==> config.mk <==
export PLATFORM = sky130hd
export DESIGN_NAME = iosd_decoder
export DESIGN_NICKNAME = d
export VERILOG_FILES = /design/src/pkg/iosd_pkg.sv /design/src/rtl/iosd_decoder.sv
export VERILOG_INCLUDE_DIRS = /design/src /design/src/pkg
export SDC_FILE = /design/constraint.sdc
export NUM_CORES = 1
export LEC_CHECK = 0
export BUFFER_PORTS_ARGS = -buffer_cell sky130_fd_sc_hd__buf_2
export CORE_ASPECT_RATIO = 0.7
export CORE_MARGIN = 3
export CORE_UTILIZATION = 49
export DETAILED_ROUTE_END_ITERATION = 16
export HOLD_SLACK_MARGIN = 0.03
export PLACE_DENSITY = 0.78
export SYNTH_ARGS = -nofsm -noshare
export SYNTH_HDL_FRONTEND = slang
export SYNTH_SLANG_ARGS = --single-unit
==> constraint.sdc <==
create_clock -name clk_sys -period 1.3 [get_ports clk_sys]
set_input_delay 0.13 -clock clk_sys [delete_from_list [all_inputs] [get_ports clk_sys]]
set_output_delay 0.13 -clock clk_sys [all_outputs]
set_load 0.02 [all_outputs]
==> src/pkg/iosd_regs.svh <==
// Contract
// - Serial I/O cycle when type bits low and memory strobe high; drive input select.
// - Output select chosen by address follows the bit-output clock low.
// - Device codes: printer, host, link, auxiliary, clock, latch/switch 2, switches 3-4.
// - Input and output selects may coexist; input-only devices idle while read direction high.
// - Bit-output clock high during input transfers, so no output select asserts.
// - Memory strobe low asserts exactly one of eight region selects.
// - Five ROM regions, banked windows at 0xA000 and 0xC000, fixed RAM on top.
// - Inside a banked window, bank bits pick one of five RAM devices.
// - Bank code 100 is a spare bank, decoded but unused as standard.
// - Serial output cycle writes latch bit chosen by A1-A3 with value A0.
// - Power-fail reset clears every latch bit.
// - Power-fail reset deselects all banked RAM in both windows.
// - Latch bits 3-4 are spare bank bits, bits 5-7 feed host interface.
// - ROM output enable follows read direction low.
// - RAM writes on write strobe low, drives data on read direction low.
// - Data buffer enabled by memory strobe, direction from read direction.
// - Active-high copy of the write strobe / bit-output clock.
`ifndef IOSD_REGS_SVH
`define IOSD_REGS_SVH

// ----------------------------------------
// Serial I/O device map
// ----------------------------------------
`define IOSD_IO_PRINTER      16'h0000
`define IOSD_IO_HOST         16'h0040
`define IOSD_IO_LINK         16'h0080
`define IOSD_IO_AUX          16'h00C0
`define IOSD_IO_CLOCK        16'h0100
`define IOSD_LATCH_BASE      16'h0140
`define IOSD_IO_SWITCH3      16'h0180
`define IOSD_IO_SWITCH4      16'h01C0
`define IOSD_IO_SEL_LSB      6
`define IOSD_IO_SEL_MSB      8
`define IOSD_FIRST_IN_ONLY   3'h5
`define IOSD_LATCH_IDX_LSB   1
`define IOSD_LATCH_IDX_MSB   3
`define IOSD_LATCH_VAL_BIT   0
`define IOSD_LATCH_RESET     8'h00
`define IOSD_SPARE_LSB       3
`define IOSD_HOST_LSB        5

// ----------------------------------------
// Memory map
// ----------------------------------------
`define IOSD_MEM_SEL_LSB     13
`define IOSD_MEM_SEL_MSB     15
`define IOSD_BANK_COUNT      5
`define IOSD_SPARE_BANK      3'h4

// ----------------------------------------
// Pin vector layout
// ----------------------------------------
`define IOSD_PIN_W           23
`define IOSD_PIN_CYC_LSB     16
`define IOSD_PIN_CYC_MSB     18
`define IOSD_PIN_MEM         19
`define IOSD_PIN_RD          20
`define IOSD_PIN_WR          21
`define IOSD_PIN_PF          22
`define IOSD_PIN_IDLE        23'h7F_0000

`endif

==> src/pkg/iosd_pkg.sv <==
`include "iosd_regs.svh"

package iosd_pkg;

  typedef enum logic [2:0] {
    IOSD_ROM0   = 3'h0,
    IOSD_ROM1   = 3'h1,
    IOSD_ROM2   = 3'h2,
    IOSD_ROM3   = 3'h3,
    IOSD_ROM4   = 3'h4,
    IOSD_BANK_A = 3'h5,
    IOSD_BANK_B = 3'h6,
    IOSD_FIXED  = 3'h7
  } iosd_region_t;

  typedef struct packed {
    logic [`IOSD_PIN_W-1:0] s1;
    logic [`IOSD_PIN_W-1:0] s2;
    logic [`IOSD_PIN_W-1:0] s3;
    logic [`IOSD_PIN_W-1:0] filt;
    logic                   clk_prev;
    logic [7:0]             latch;
    logic [7:0]             in_sel_n;
    logic [7:0]             out_sel_n;
    logic [7:0]             region_sel_n;
    logic [4:0]             bank_a_sel_n;
    logic [4:0]             bank_b_sel_n;
    logic                   mem_oe_n;
    logic                   mem_we_n;
    logic                   buf_en_n;
    logic                   buf_to_cpu;
    logic                   bit_clock_high;
  } iosd_state_t;

endpackage

==> src/rtl/iosd_decoder.sv <==
`timescale 1ns/1ps

`include "iosd_regs.svh"

module iosd_decoder
  import iosd_pkg::*;
#(
  parameter int SYNC_STAGES = 3
) (
  input  wire logic        clk_sys,
  input  wire logic        rstn,
  input  wire logic [15:0] addr,
  input  wire logic [2:0]  cycle_type,
  input  wire logic        memory_cycle_strobe_n,
  input  wire logic        read_direction_n,
  input  wire logic        write_or_bit_out_clock_n,
  input  wire logic        power_fail_reset_n,
  output logic      [7:0]  in_sel_n,
  output logic      [7:0]  out_sel_n,
  output logic      [7:0]  region_sel_n,
  output logic      [4:0]  bank_a_sel_n,
  output logic      [4:0]  bank_b_sel_n,
  output logic      [1:0]  spare_bank_bits,
  output logic      [2:0]  host_ctrl,
  output logic             mem_oe_n,
  output logic             mem_we_n,
  output logic             buf_en_n,
  output logic             buf_to_cpu,
  output logic             bit_clock_high
);

  // ----------------------------------------
  // Elaboration checks
  // ----------------------------------------
  if (SYNC_STAGES != 3) begin : g_bad_sync
    $error("iosd_decoder: only three sync stages are supported");
  end

  // ----------------------------------------
  // State
  // ----------------------------------------
  iosd_state_t st;
  iosd_state_t next_st;

  // Latch shares its device code with switch bank 2
  localparam logic [15:0] LATCH_BASE = `IOSD_LATCH_BASE;
  localparam logic [2:0]  LATCH_DEV  = LATCH_BASE[`IOSD_IO_SEL_MSB:`IOSD_IO_SEL_LSB];

  logic [`IOSD_PIN_W-1:0] pins;

  assign pins = {power_fail_reset_n, write_or_bit_out_clock_n, read_direction_n,
                 memory_cycle_strobe_n, cycle_type, addr};

  // Filtered view of the pins
  logic [15:0] f_addr;
  logic [2:0]  f_cyc;
  logic        f_mem_n;
  logic        f_rd_n;
  logic        f_wr_n;
  logic        f_pf_n;
  logic [2:0]  f_dev;
  logic [2:0]  f_region;
  logic [2:0]  f_bank;
  logic        f_io;

  assign f_addr   = st.filt[15:0];
  assign f_cyc    = st.filt[`IOSD_PIN_CYC_MSB:`IOSD_PIN_CYC_LSB];
  assign f_mem_n  = st.filt[`IOSD_PIN_MEM];
  assign f_rd_n   = st.filt[`IOSD_PIN_RD];
  assign f_wr_n   = st.filt[`IOSD_PIN_WR];
  assign f_pf_n   = st.filt[`IOSD_PIN_PF];
  assign f_dev    = f_addr[`IOSD_IO_SEL_MSB:`IOSD_IO_SEL_LSB];
  assign f_region = f_addr[`IOSD_MEM_SEL_MSB:`IOSD_MEM_SEL_LSB];
  assign f_bank   = st.latch[2:0];
  assign f_io     = (f_cyc == 3'h0) && f_mem_n;

  // ----------------------------------------
  // Next-state logic
  // ----------------------------------------
  always_comb begin
    logic [`IOSD_PIN_W-1:0] diff;
    logic [2:0]             idx;
    logic                   latch_wr;
    diff     = '0;
    idx      = '0;
    latch_wr = 1'b0;
    next_st  = st;

    // Three stages; a change counts once the last two agree
    next_st.s1   = pins;
    next_st.s2   = st.s1;
    next_st.s3   = st.s2;
    diff         = st.s2 ^ st.s3;
    next_st.filt = (st.filt & diff) | (st.s3 & ~diff);
    next_st.clk_prev = f_wr_n;

    // Serial I/O device selects
    next_st.in_sel_n  = 8'hFF;
    next_st.out_sel_n = 8'hFF;
    if (f_io) begin
      // Input-only devices also need read direction low
      if (f_dev < `IOSD_FIRST_IN_ONLY || !f_rd_n) begin
        next_st.in_sel_n = ~(8'h01 << f_dev);
      end
      if (!f_wr_n) begin
        next_st.out_sel_n = ~(8'h01 << f_dev);
      end
    end

    // Bank latch, written on the falling bit clock
    latch_wr = f_io && !f_wr_n && st.clk_prev && (f_dev == LATCH_DEV);
    idx      = f_addr[`IOSD_LATCH_IDX_MSB:`IOSD_LATCH_IDX_LSB];
    if (!f_pf_n) begin
      next_st.latch = `IOSD_LATCH_RESET;
    end else if (latch_wr) begin
      next_st.latch[idx] = f_addr[`IOSD_LATCH_VAL_BIT];
    end

    // Memory region decode
    next_st.region_sel_n = 8'hFF;
    if (!f_mem_n) begin
      next_st.region_sel_n = ~(8'h01 << f_region);
    end

    // Banked windows; bank 0 is selected until the bank bits are written
    next_st.bank_a_sel_n = 5'h1F;
    next_st.bank_b_sel_n = 5'h1F;
    if (f_pf_n && !f_mem_n && f_bank <= `IOSD_SPARE_BANK) begin
      if (f_region == IOSD_BANK_A) begin
        next_st.bank_a_sel_n = ~(5'h01 << f_bank);
      end
      if (f_region == IOSD_BANK_B) begin
        next_st.bank_b_sel_n = ~(5'h01 << f_bank);
      end
    end

    // Memory strobes and bus buffer
    next_st.mem_oe_n       = f_rd_n || f_mem_n;
    next_st.mem_we_n       = f_wr_n || f_mem_n;
    next_st.buf_en_n       = f_mem_n;
    next_st.buf_to_cpu     = !f_rd_n;
    next_st.bit_clock_high = !f_wr_n;
  end

  // ----------------------------------------
  // Registers
  // ----------------------------------------
  always_ff @(posedge clk_sys) begin
    if (!rstn) begin
      st                <= '0;
      st.s1             <= `IOSD_PIN_IDLE;
      st.s2             <= `IOSD_PIN_IDLE;
      st.s3             <= `IOSD_PIN_IDLE;
      st.filt           <= `IOSD_PIN_IDLE;
      st.clk_prev       <= 1'b1;
      st.latch          <= `IOSD_LATCH_RESET;
      st.in_sel_n       <= 8'hFF;
      st.out_sel_n      <= 8'hFF;
      st.region_sel_n   <= 8'hFF;
      st.bank_a_sel_n   <= 5'h1F;
      st.bank_b_sel_n   <= 5'h1F;
      st.mem_oe_n       <= 1'b1;
      st.mem_we_n       <= 1'b1;
      st.buf_en_n       <= 1'b1;
      st.buf_to_cpu     <= 1'b0;
      st.bit_clock_high <= 1'b0;
    end else begin
      st <= next_st;
    end
  end

  // ----------------------------------------
  // Outputs
  // ----------------------------------------
  assign in_sel_n        = st.in_sel_n;
  assign out_sel_n       = st.out_sel_n;
  assign region_sel_n    = st.region_sel_n;
  assign bank_a_sel_n    = st.bank_a_sel_n;
  assign bank_b_sel_n    = st.bank_b_sel_n;
  assign spare_bank_bits = st.latch[`IOSD_SPARE_LSB+1:`IOSD_SPARE_LSB];
  assign host_ctrl       = st.latch[`IOSD_HOST_LSB+2:`IOSD_HOST_LSB];
  assign mem_oe_n        = st.mem_oe_n;
  assign mem_we_n        = st.mem_we_n;
  assign buf_en_n        = st.buf_en_n;
  assign buf_to_cpu      = st.buf_to_cpu;
  assign bit_clock_high  = st.bit_clock_high;
endmodule

# [Word-level counts from Yosys, hierarchy flattened]
# Index checks and enable logic that the tools add are counted.
[word_totals] output_inout_bits=44 inputBits=25 reg_bits=140 elab_cells=59
[op_classes] n_bitwise=10 reduce_logical=20 shift=3 order_cmp=4 eq_ne=3 muxes=3
[ops] cell="$and 23x23->23" n=2
[ops] cell="$not 23->23" n=1
[ops] cell="$or 23x23->23" n=1
[ops] cell="$xor 23x23->23" n=1
[ops] cell="$not 8->8" n=2
[ops] cell="$shl 1x3->8 const A" n=2
[ops] cell="$eq 3x3->1 const B" n=3
[ops] cell="$reduce_and 3->1" n=3
[ops] cell="$bwmux 8" n=1
[ops] cell="$logic_and 1x1->1" n=7
[ops] cell="$not 5->5" n=1
[ops] cell="$shl 1x3->5 const A" n=1
[ops] cell="$lt 3x4->1 const B" n=1
[ops] cell="$demux 1 s3" n=1
[ops] cell="$ge 3x1->1 const B" n=1
[ops] cell="$le 3x3->1 const B" n=1
[ops] cell="$logic_not 1->1" n=3
[ops] cell="$logic_not 3->1" n=1
[ops] cell="$logic_or 1x1->1" n=3
[ops] cell="$lt 3x3->1 const B" n=1
[ops] cell="$reduce_or 3->1" n=1
[ops] cell="$not 1->1" n=2
[ops] cell="$reduce_and 2->1" n=1
[ops] cell="$reduce_or 2->1" n=1
[ops] cell="$mux 1" n=1

# [Longest topological paths before layout]
# Gate-level depths: netlist (run 1).
[logic_depth] ltp_word=5 ltp_mapped=4 depth_no_buf=3

# [Worst setup path before layout (run 1)]
# Ideal clock, no wire load.
[synth_timing] path_kind="register to register" from="register (tool-made name)" to="register, netlist name out_sel_n[3]" arrival_ns=1.172 required_ns=1.165 setup_ns=0.135 n_path_buf=0 path_slack_ns=-0.007 synth_period_minus_slack_ns=1.307 stages_incl_launch_ff=4 cell_sequence="dfxtp_1 > or4b_4 > nor3_4 > nand3_1"

==> results.json, run 1 <==
{
  "status": "finished, violations left",
  "fin_ws_ns": -0.0387,
  "synthArstFlopShare_pct": 0,
  "rows": 26,
  "first_pass_iters": 4,
  "r2r-end": "out_sel_n[7]",
  "multi_input_area_um2": 1170,
  "path_class": "reg -> reg",
  "yosysMostFrequentCell": "dfxtp_1",
  "via_count": 2476,
  "syn_area_per_cell_um2": 10.5,
  "synth_top_area_share_pct": 60.6,
  "worstMarginPinSlew_ns": 0.378,
  "grt_max_degree": 49,
  "globalplace.congestion": 0.782,
  "cp_cell_sequence": "or4b_4 -> nor3_4 -> nand3_1",
  "finalHoldViolCount": 0,
  "synth_area_um2": 3830,
  "io_buffer_count": 62,
  "die_area_um2": 8930,
  "synth_area_leaders": "dfxtp_1 (61%), buf_4 (7.6%), and2_1 (5.2%)",
  "num_io_pins": 69,
  "violations": "setup timing",
  "antenna_found_initial": 0,
  "cts_tree": "done",
  "finalCritPeriodShare_pct": 103,
  "nFillCells": 562,
  "clk_pin_slew_ns": 0.05,
  "cp.buffers_inverters": 0,
  "overflow": 0,
  "cp_slowest_cell": "or4b_4",
  "finalSetupViolCount": 13,
  "cp_slowest_stage_delay_ns": 0.57,
  "fin_skew_ns": 0.00533,
  "arrival_ns": 1.72,
  "critical_path.max_fanout": 4,
  "synth-edff-count": 0,
  "ys_seq_area_share_pct": 60.6,
  "max_freq_mhz": 747,
  "drcViolationCount": 0,
  "ys_types": 25,
  "routedWlPerCell_um": 11.7,
  "clkLatencyLatePin_ns": 0.50,
  "cts_buffer_depth": 2,
  "synth_common_cells": "dfxtp_1 (116), buf_4 (39), nand2_1 (38)",
  "holdPathStages": 3,
  "grtUsageTotal_pct": 15.7,
  "end_kind": "flop",
  "yosys.area.top_type": "dfxtp_1",
  "nNetsFinal": 449,
  "whs_endpoint": "next_st[112]",
  "via_per_inst": 4.63,
  "wl_mm": 6.28,
  "antenna_cells": 0,
  "die_h_um": 80.0,
  "tns_ns": -0.249,
  "cts_buffers": 17,
  "drive_above_1_share_pct": 28.6,
  "syn_nets": 389,
  "ir_drop_v": 0.00114,
  "maxCapViolations": 0,
  "grt_pass1_wl_mm": 10.8,
  "max-slew-margin-rel_pct": 74.8,
  "grt_pass1_vias": 2393,
  "p_leak_nw": 1.93,
  "synth_flop_cell": "dfxtp_1",
  "die_w_um": 112,
  "hp-start": "cycle_type[2]",
  "drv_slew": 0,
  "critPathTopFamily": "simple AND/OR/NAND/NOR gates",
  "r2r_cells": 3,
  "hold_class": "in -> reg",
  "dpl_cell_area_um2": 4010,
  "synthCells": 364,
  "clockRootBuffer": "clkbuf_8",
  "syn2layout_area_growth_pct": 26.8,
  "dp_hpwl_mm": 4.21,
  "layout_min_cycle_time_ns": 1.34,
  "antenna_left": 0,
  "drtIter0Drc": 110,
  "finalInstanceArea_um2": 4850,
  "rsz0062_at_grt": "yes",
  "cp-start-kind": "flop",
  "reg2reg_setup_slack_ns": -0.04,
  "core-area_um2": 7450,
  "seqCellArea_um2": 2330,
  "synth_seq_cells": 116,
  "p_per_area_nw_per_um2": 1750,
  "cts.sinks": 116,
  "h-tree-depth": 4,
  "crit_required_ns": 1.68,
  "start_util_pct": 51.4,
  "yosys_warnings": 0
}
==> worst min-delay path: cells and delay by family <==
family                 cells  cell delay (ns)
buffers and inverters      2             0.60
AND/OR/NAND/NOR            1             0.08
==> per-layer routing <==
metal  vias to the layer above  track usage, %  share of wire (%)
met3                         9            6.82                7.7
met2                        90            24.5                 45
met1                      1100            18.4                 46
met5                         -               0                  0
li1                       1277               -                  -
met4                         0            7.78                1.3
==> layout make-up <==
cell class                 instances  share of cell area [%]
inverter                           6                   0.464
multi-input combinational        189                    24.1
clock buffer                      19                    8.89
sequential                       116                    47.9
timing repair buffer              94                    12.3
clock inverter                    13                    3.74
tap                               98                    2.53
==> timing repair <==
| action | in CTS | in global routing |
|---|---|---|
| endpoints found under the setup margin | 21 | 33 |
| gates resized for setup | 6 | 5 |
| hold buffers | 18 | 0 |
| endpoints found under the hold margin | 22 | 0 |
| buffers inserted | 1 | 0 |
| pin swaps | 2 | 3 |
==> worst max path at each step <==
stage                              end  cells after the start
after global routing      out_sel_n[7]                      3
after floorplan           out_sel_n[7]                      3
after CTS                 host_ctrl[2]                      5
after global placement     in_sel_n[3]                      5
after detailed placement  host_ctrl[2]                      5
final                     out_sel_n[7]                      3
==> layout by cell type, fill, tap and decap left out, drive strengths merged <==
cell and instances:
nand3b 3, nor3b 2, nand2b 23, bufinv 4
mux2i 8, and2 32, buf 76, nand3 6
or2 2, nand4 13, clkinv 3, and4bb 1
nor3 2, nand2 38, nor2 12, and3 3
dfxtp 116, or4b 1, nor4b 2, inv 7
o21ai 17, a21boi 10, dlygate4sd3 18, nor2b 4
clkinvlp 5, clkbuf 19, and3b 3, a21oi 7
==> logic make-up (layout without fill, tap and decap cells) <==
| group | Yosys count | count (layout) | synth area share [%] |
|---|---|---|---|
| muxes | 8 | 8 | 2.09 |
| buffers and inverters | 59 | 132 | 9.67 |
| AOI/OAI and AO/OA | 34 | 34 | 5.10 |
| DFF | 116 | 116 | 60.6 |
| and+or+nand+nor | 147 | 147 | 22.5 |
==> through the flow <==
stage / hold slack [ns] / utilization (%) / instances / power (mW) / worst slack [ns]
6_report: 0.336 / 65.2 / 535 / 8.48 / -0.0387
5_1_grt: 0.331 / 65.2 / 535 / 8.78 / -0.101
4_1_cts: 0.318 / 64.9 / 535 / 8.59 / -0.0394
3_5_place_dp: 0.315 / 53.9 / 484 / 3.85 / -0.0686
3_3_place_gp: 0.310 / 53.9 / 484 / 3.84 / -0.0266
2_1_floorplan: 0.231 / - / 364 / 3.80 / -0.00542
==> power breakdown <==
part / internal (mW) / switching, mW
Clock: 3.15 / 1.52
Sequential: 3.62 / 0.0285
Combinational: 0.0991 / 0.0591
Total: 6.87 / 1.61
(Power assumes the default switching activity.)
==> run 2, diff against run 1 <==
- CELL_PAD_IN_SITES_DETAIL_PLACEMENT: unset -> 0
- CELL_PAD_IN_SITES_GLOBAL_PLACEMENT: unset -> 1
- CORE_UTILIZATION: 49 -> 38
==> run 2 against run 1 <==
  * Highest routed layer unchanged
  * Routed wire length up 6.6%
  * Cell count up 5.2%
  * Critical endpoint is now out_sel_n[5]
  * Die area up 27%
  * Utilization down 14 points
  * First-iteration DRC count down 3.6%
  * Power up 0.35%
  * The flow still finishes with violations (setup timing)
  * Worst hold slack worse by 0.29 ns
  * Via count down 1.1%
  * Worst setup slack worse by 0.022 ns
  * Count of clock-buffer cells in the layout up 4
==> results.json, run 2 (same netlist as run 1, synthesis figures left out) <==
{
  "status": "finished, violations left",
  "violations": "setup timing",
  "critPathTopFamily": "simple AND/OR/NAND/NOR gates",
  "nNetsFinal": 451,
  "die_area_um2": 11300,
  "h-tree-depth": 4,
  "power.clock.fraction_pct": 55.1,
  "via_per_inst": 4.35,
  "cp.buffers_inverters": 0,
  "dp_cells": 512,
  "layout_commonest_cell": "dfxtp_1",
  "end_kind": "flop",
  "finalSetupViolCount": 5,
  "grt_max_degree": 31,
  "dpl_cell_area_um2": 4060,
  "p_switching_mw": 1.58,
  "cts_buffer_depth": 2,
  "power.total_mw": 8.51,
  "hold_class": "in -> reg",
  "critical_path.max_fanout": 4,
  "grt_pass1_vias": 2334,
  "max-slew-margin-rel_pct": 78.5,
  "start_util_pct": 40.6,
  "p_per_area_nw_per_um2": 1750,
  "fin_cells": 563,
  "ir_drop_v": 0.000889,
  "num_io_pins": 69,
  "via_count": 2450,
  "drcViolationCount": 0,
  "comb_power_share_pct": 1.9,
  "core-area_um2": 9430,
  "syn2layout_area_growth_pct": 27.2,
  "rows": 29,
  "wl_mm": 6.69,
  "clkLatencyLatePin_ns": 0.40,
  "die_h_um": 90.0,
  "nFillCells": 859,
  "clk_pin_slew_ns": 0.05,
  "routedWlPerCell_um": 11.9,
  "fin_skew_ns": 0.00783,
  "cts.sinks": 116,
  "die_w_um": 126,
  "cts_buffers": 17,
  "crit_required_ns": 1.57,
  "finalHoldViolCount": 0,
  "max_freq_mhz": 735,
  "cp-start-kind": "flop",
  "final_cell_mix": "dfxtp_1 (114), buf_2 (62), nand2_1 (38)",
  "drv_slew": 0,
  "pwr-share-seq_pct": 42.9,
  "antenna_cells": 0,
  "antenna_left": 0,
  "switching_share_pct": 18.6,
  "layout_min_cycle_time_ns": 1.36,
  "overflow": 0,
  "grt_pass1_wl_mm": 11.2,
  "globalplace.congestion": 0.799,
  "cp_slowest_cell": "or4b_4",
  "finalInstanceArea_um2": 4870,
  "antenna_found_initial": 0,
  "cp_cell_sequence": "or4b_4 -> nor3_4 -> nand2_1",
  "dp_hpwl_mm": 4.52,
  "grtUsageTotal_pct": 12.5,
  "first_pass_iters": 4,
  "cp_slowest_stage_delay_ns": 0.58,
  "io_buffer_count": 62,
  "drtIter0Drc": 106,
  "p_leak_nw": 1.94,
  "maxCapViolations": 0,
  "drive_above_1_share_pct": 27.8,
  "cts_tree": "done",
  "clockRootBuffer": "clkbuf_16",
  "arrival_ns": 1.63,
  "rsz0062_at_grt": "yes",
  "finalCritPeriodShare_pct": 105,
  "fin_ws_ns": -0.0611,
  "path_class": "reg -> reg",
  "worstMarginPinSlew_ns": 0.322,
  "internal-power_mw": 6.93
}
==> run 2: cell count changes in the layout (fill, tap and decap cells not counted), moves of 2 or more <==
| cell | previous run | this run |
|---|---|---|
| nand2_2 | 2 | 0 |
| clkbuf_8 | 2 | 4 |
| buf_4 | 13 | 17 |
| clkinvlp_4 | 5 | 2 |
| nand3_2 | 2 | 0 |
| nand2_1 | 36 | 38 |
| nand3_1 | 4 | 6 |
==> run 2: worst paths after layout <==
path	from	end	slack, ns	cells past startpoint
worst min-delay path	rstn	st[93]	0.04	2
worst max register to register	flop	out_sel_n[5]	-0.06	3
worst min register to register	next_st[116]	next_st[93]	0.41	1
worst max-delay path	flop	out_sel_n[5]	-0.06	3
==> run 2: worst register-to-register path, stage by stage (launching register included) <==
cell and delay, ns:
dfxtp_2 0.32, or4b_4 0.58, nor3_4 0.25, nand2_1 0.09
==> run 2: what timing repair did <==
action / CTS / global route
hold buffers: 17 / 0
endpoints found under the setup margin: 8 / 27
resized for setup: 3 / 2
setup buffers: 1 / 1
endpoints found under the hold margin: 17 / 0
pin swaps: 5 / 6
==> run 2: layer usage <==
layer | wire [µm] | vias up | track usage, %
met3 | 406 | 4 | 5.75
li1 | - | 1276 | -
met1 | 3450 | 1103 | 16.0
met2 | 2780 | 67 | 18.2
met4 | 52 | 0 | 5.36
met5 | 0 | - | 0
==> run 2: layout make-up <==
class                   instances  area [µm²]  area share [%]
well taps                     124         155            3.19
clock buffers                  23         488            10.0
flip-flops and latches        116        2320            47.7
repair buffers                 96         608            12.5
inverters                       6        22.5           0.462
clock inverters                 9         125            2.57
multi-input cells             189        1150            23.6
==> run 2: per-stage QoR <==
step / setup WS [ns] / util (%) / hold WS [ns] / setup TNS, ns
6_report: -0.0611 / 51.6 / 0.0430 / -0.199
5_1_grt: -0.138 / 51.6 / 0.0522 / -1.21
4_1_cts: -0.0800 / 51.5 / 0.0325 / -0.293
3_5_place_dp: -0.0796 / 43.0 / 0.316 / -0.362
3_3_place_gp: -0.0510 / 43.0 / 0.310 / -0.143
2_1_floorplan: -0.00542 / - / 0.231 / -0.00542
==> run 2: power by group through the flow <==
stage	Sequential [mW]	Clock, mW	Combinational, mW
after floorplan	3.72	0	0.0779
after global placement	3.73	0	0.125
after detailed placement	3.73	0	0.127
after CTS	3.65	4.79	0.167
after global routing	3.66	4.96	0.185
final	3.65	4.69	0.164
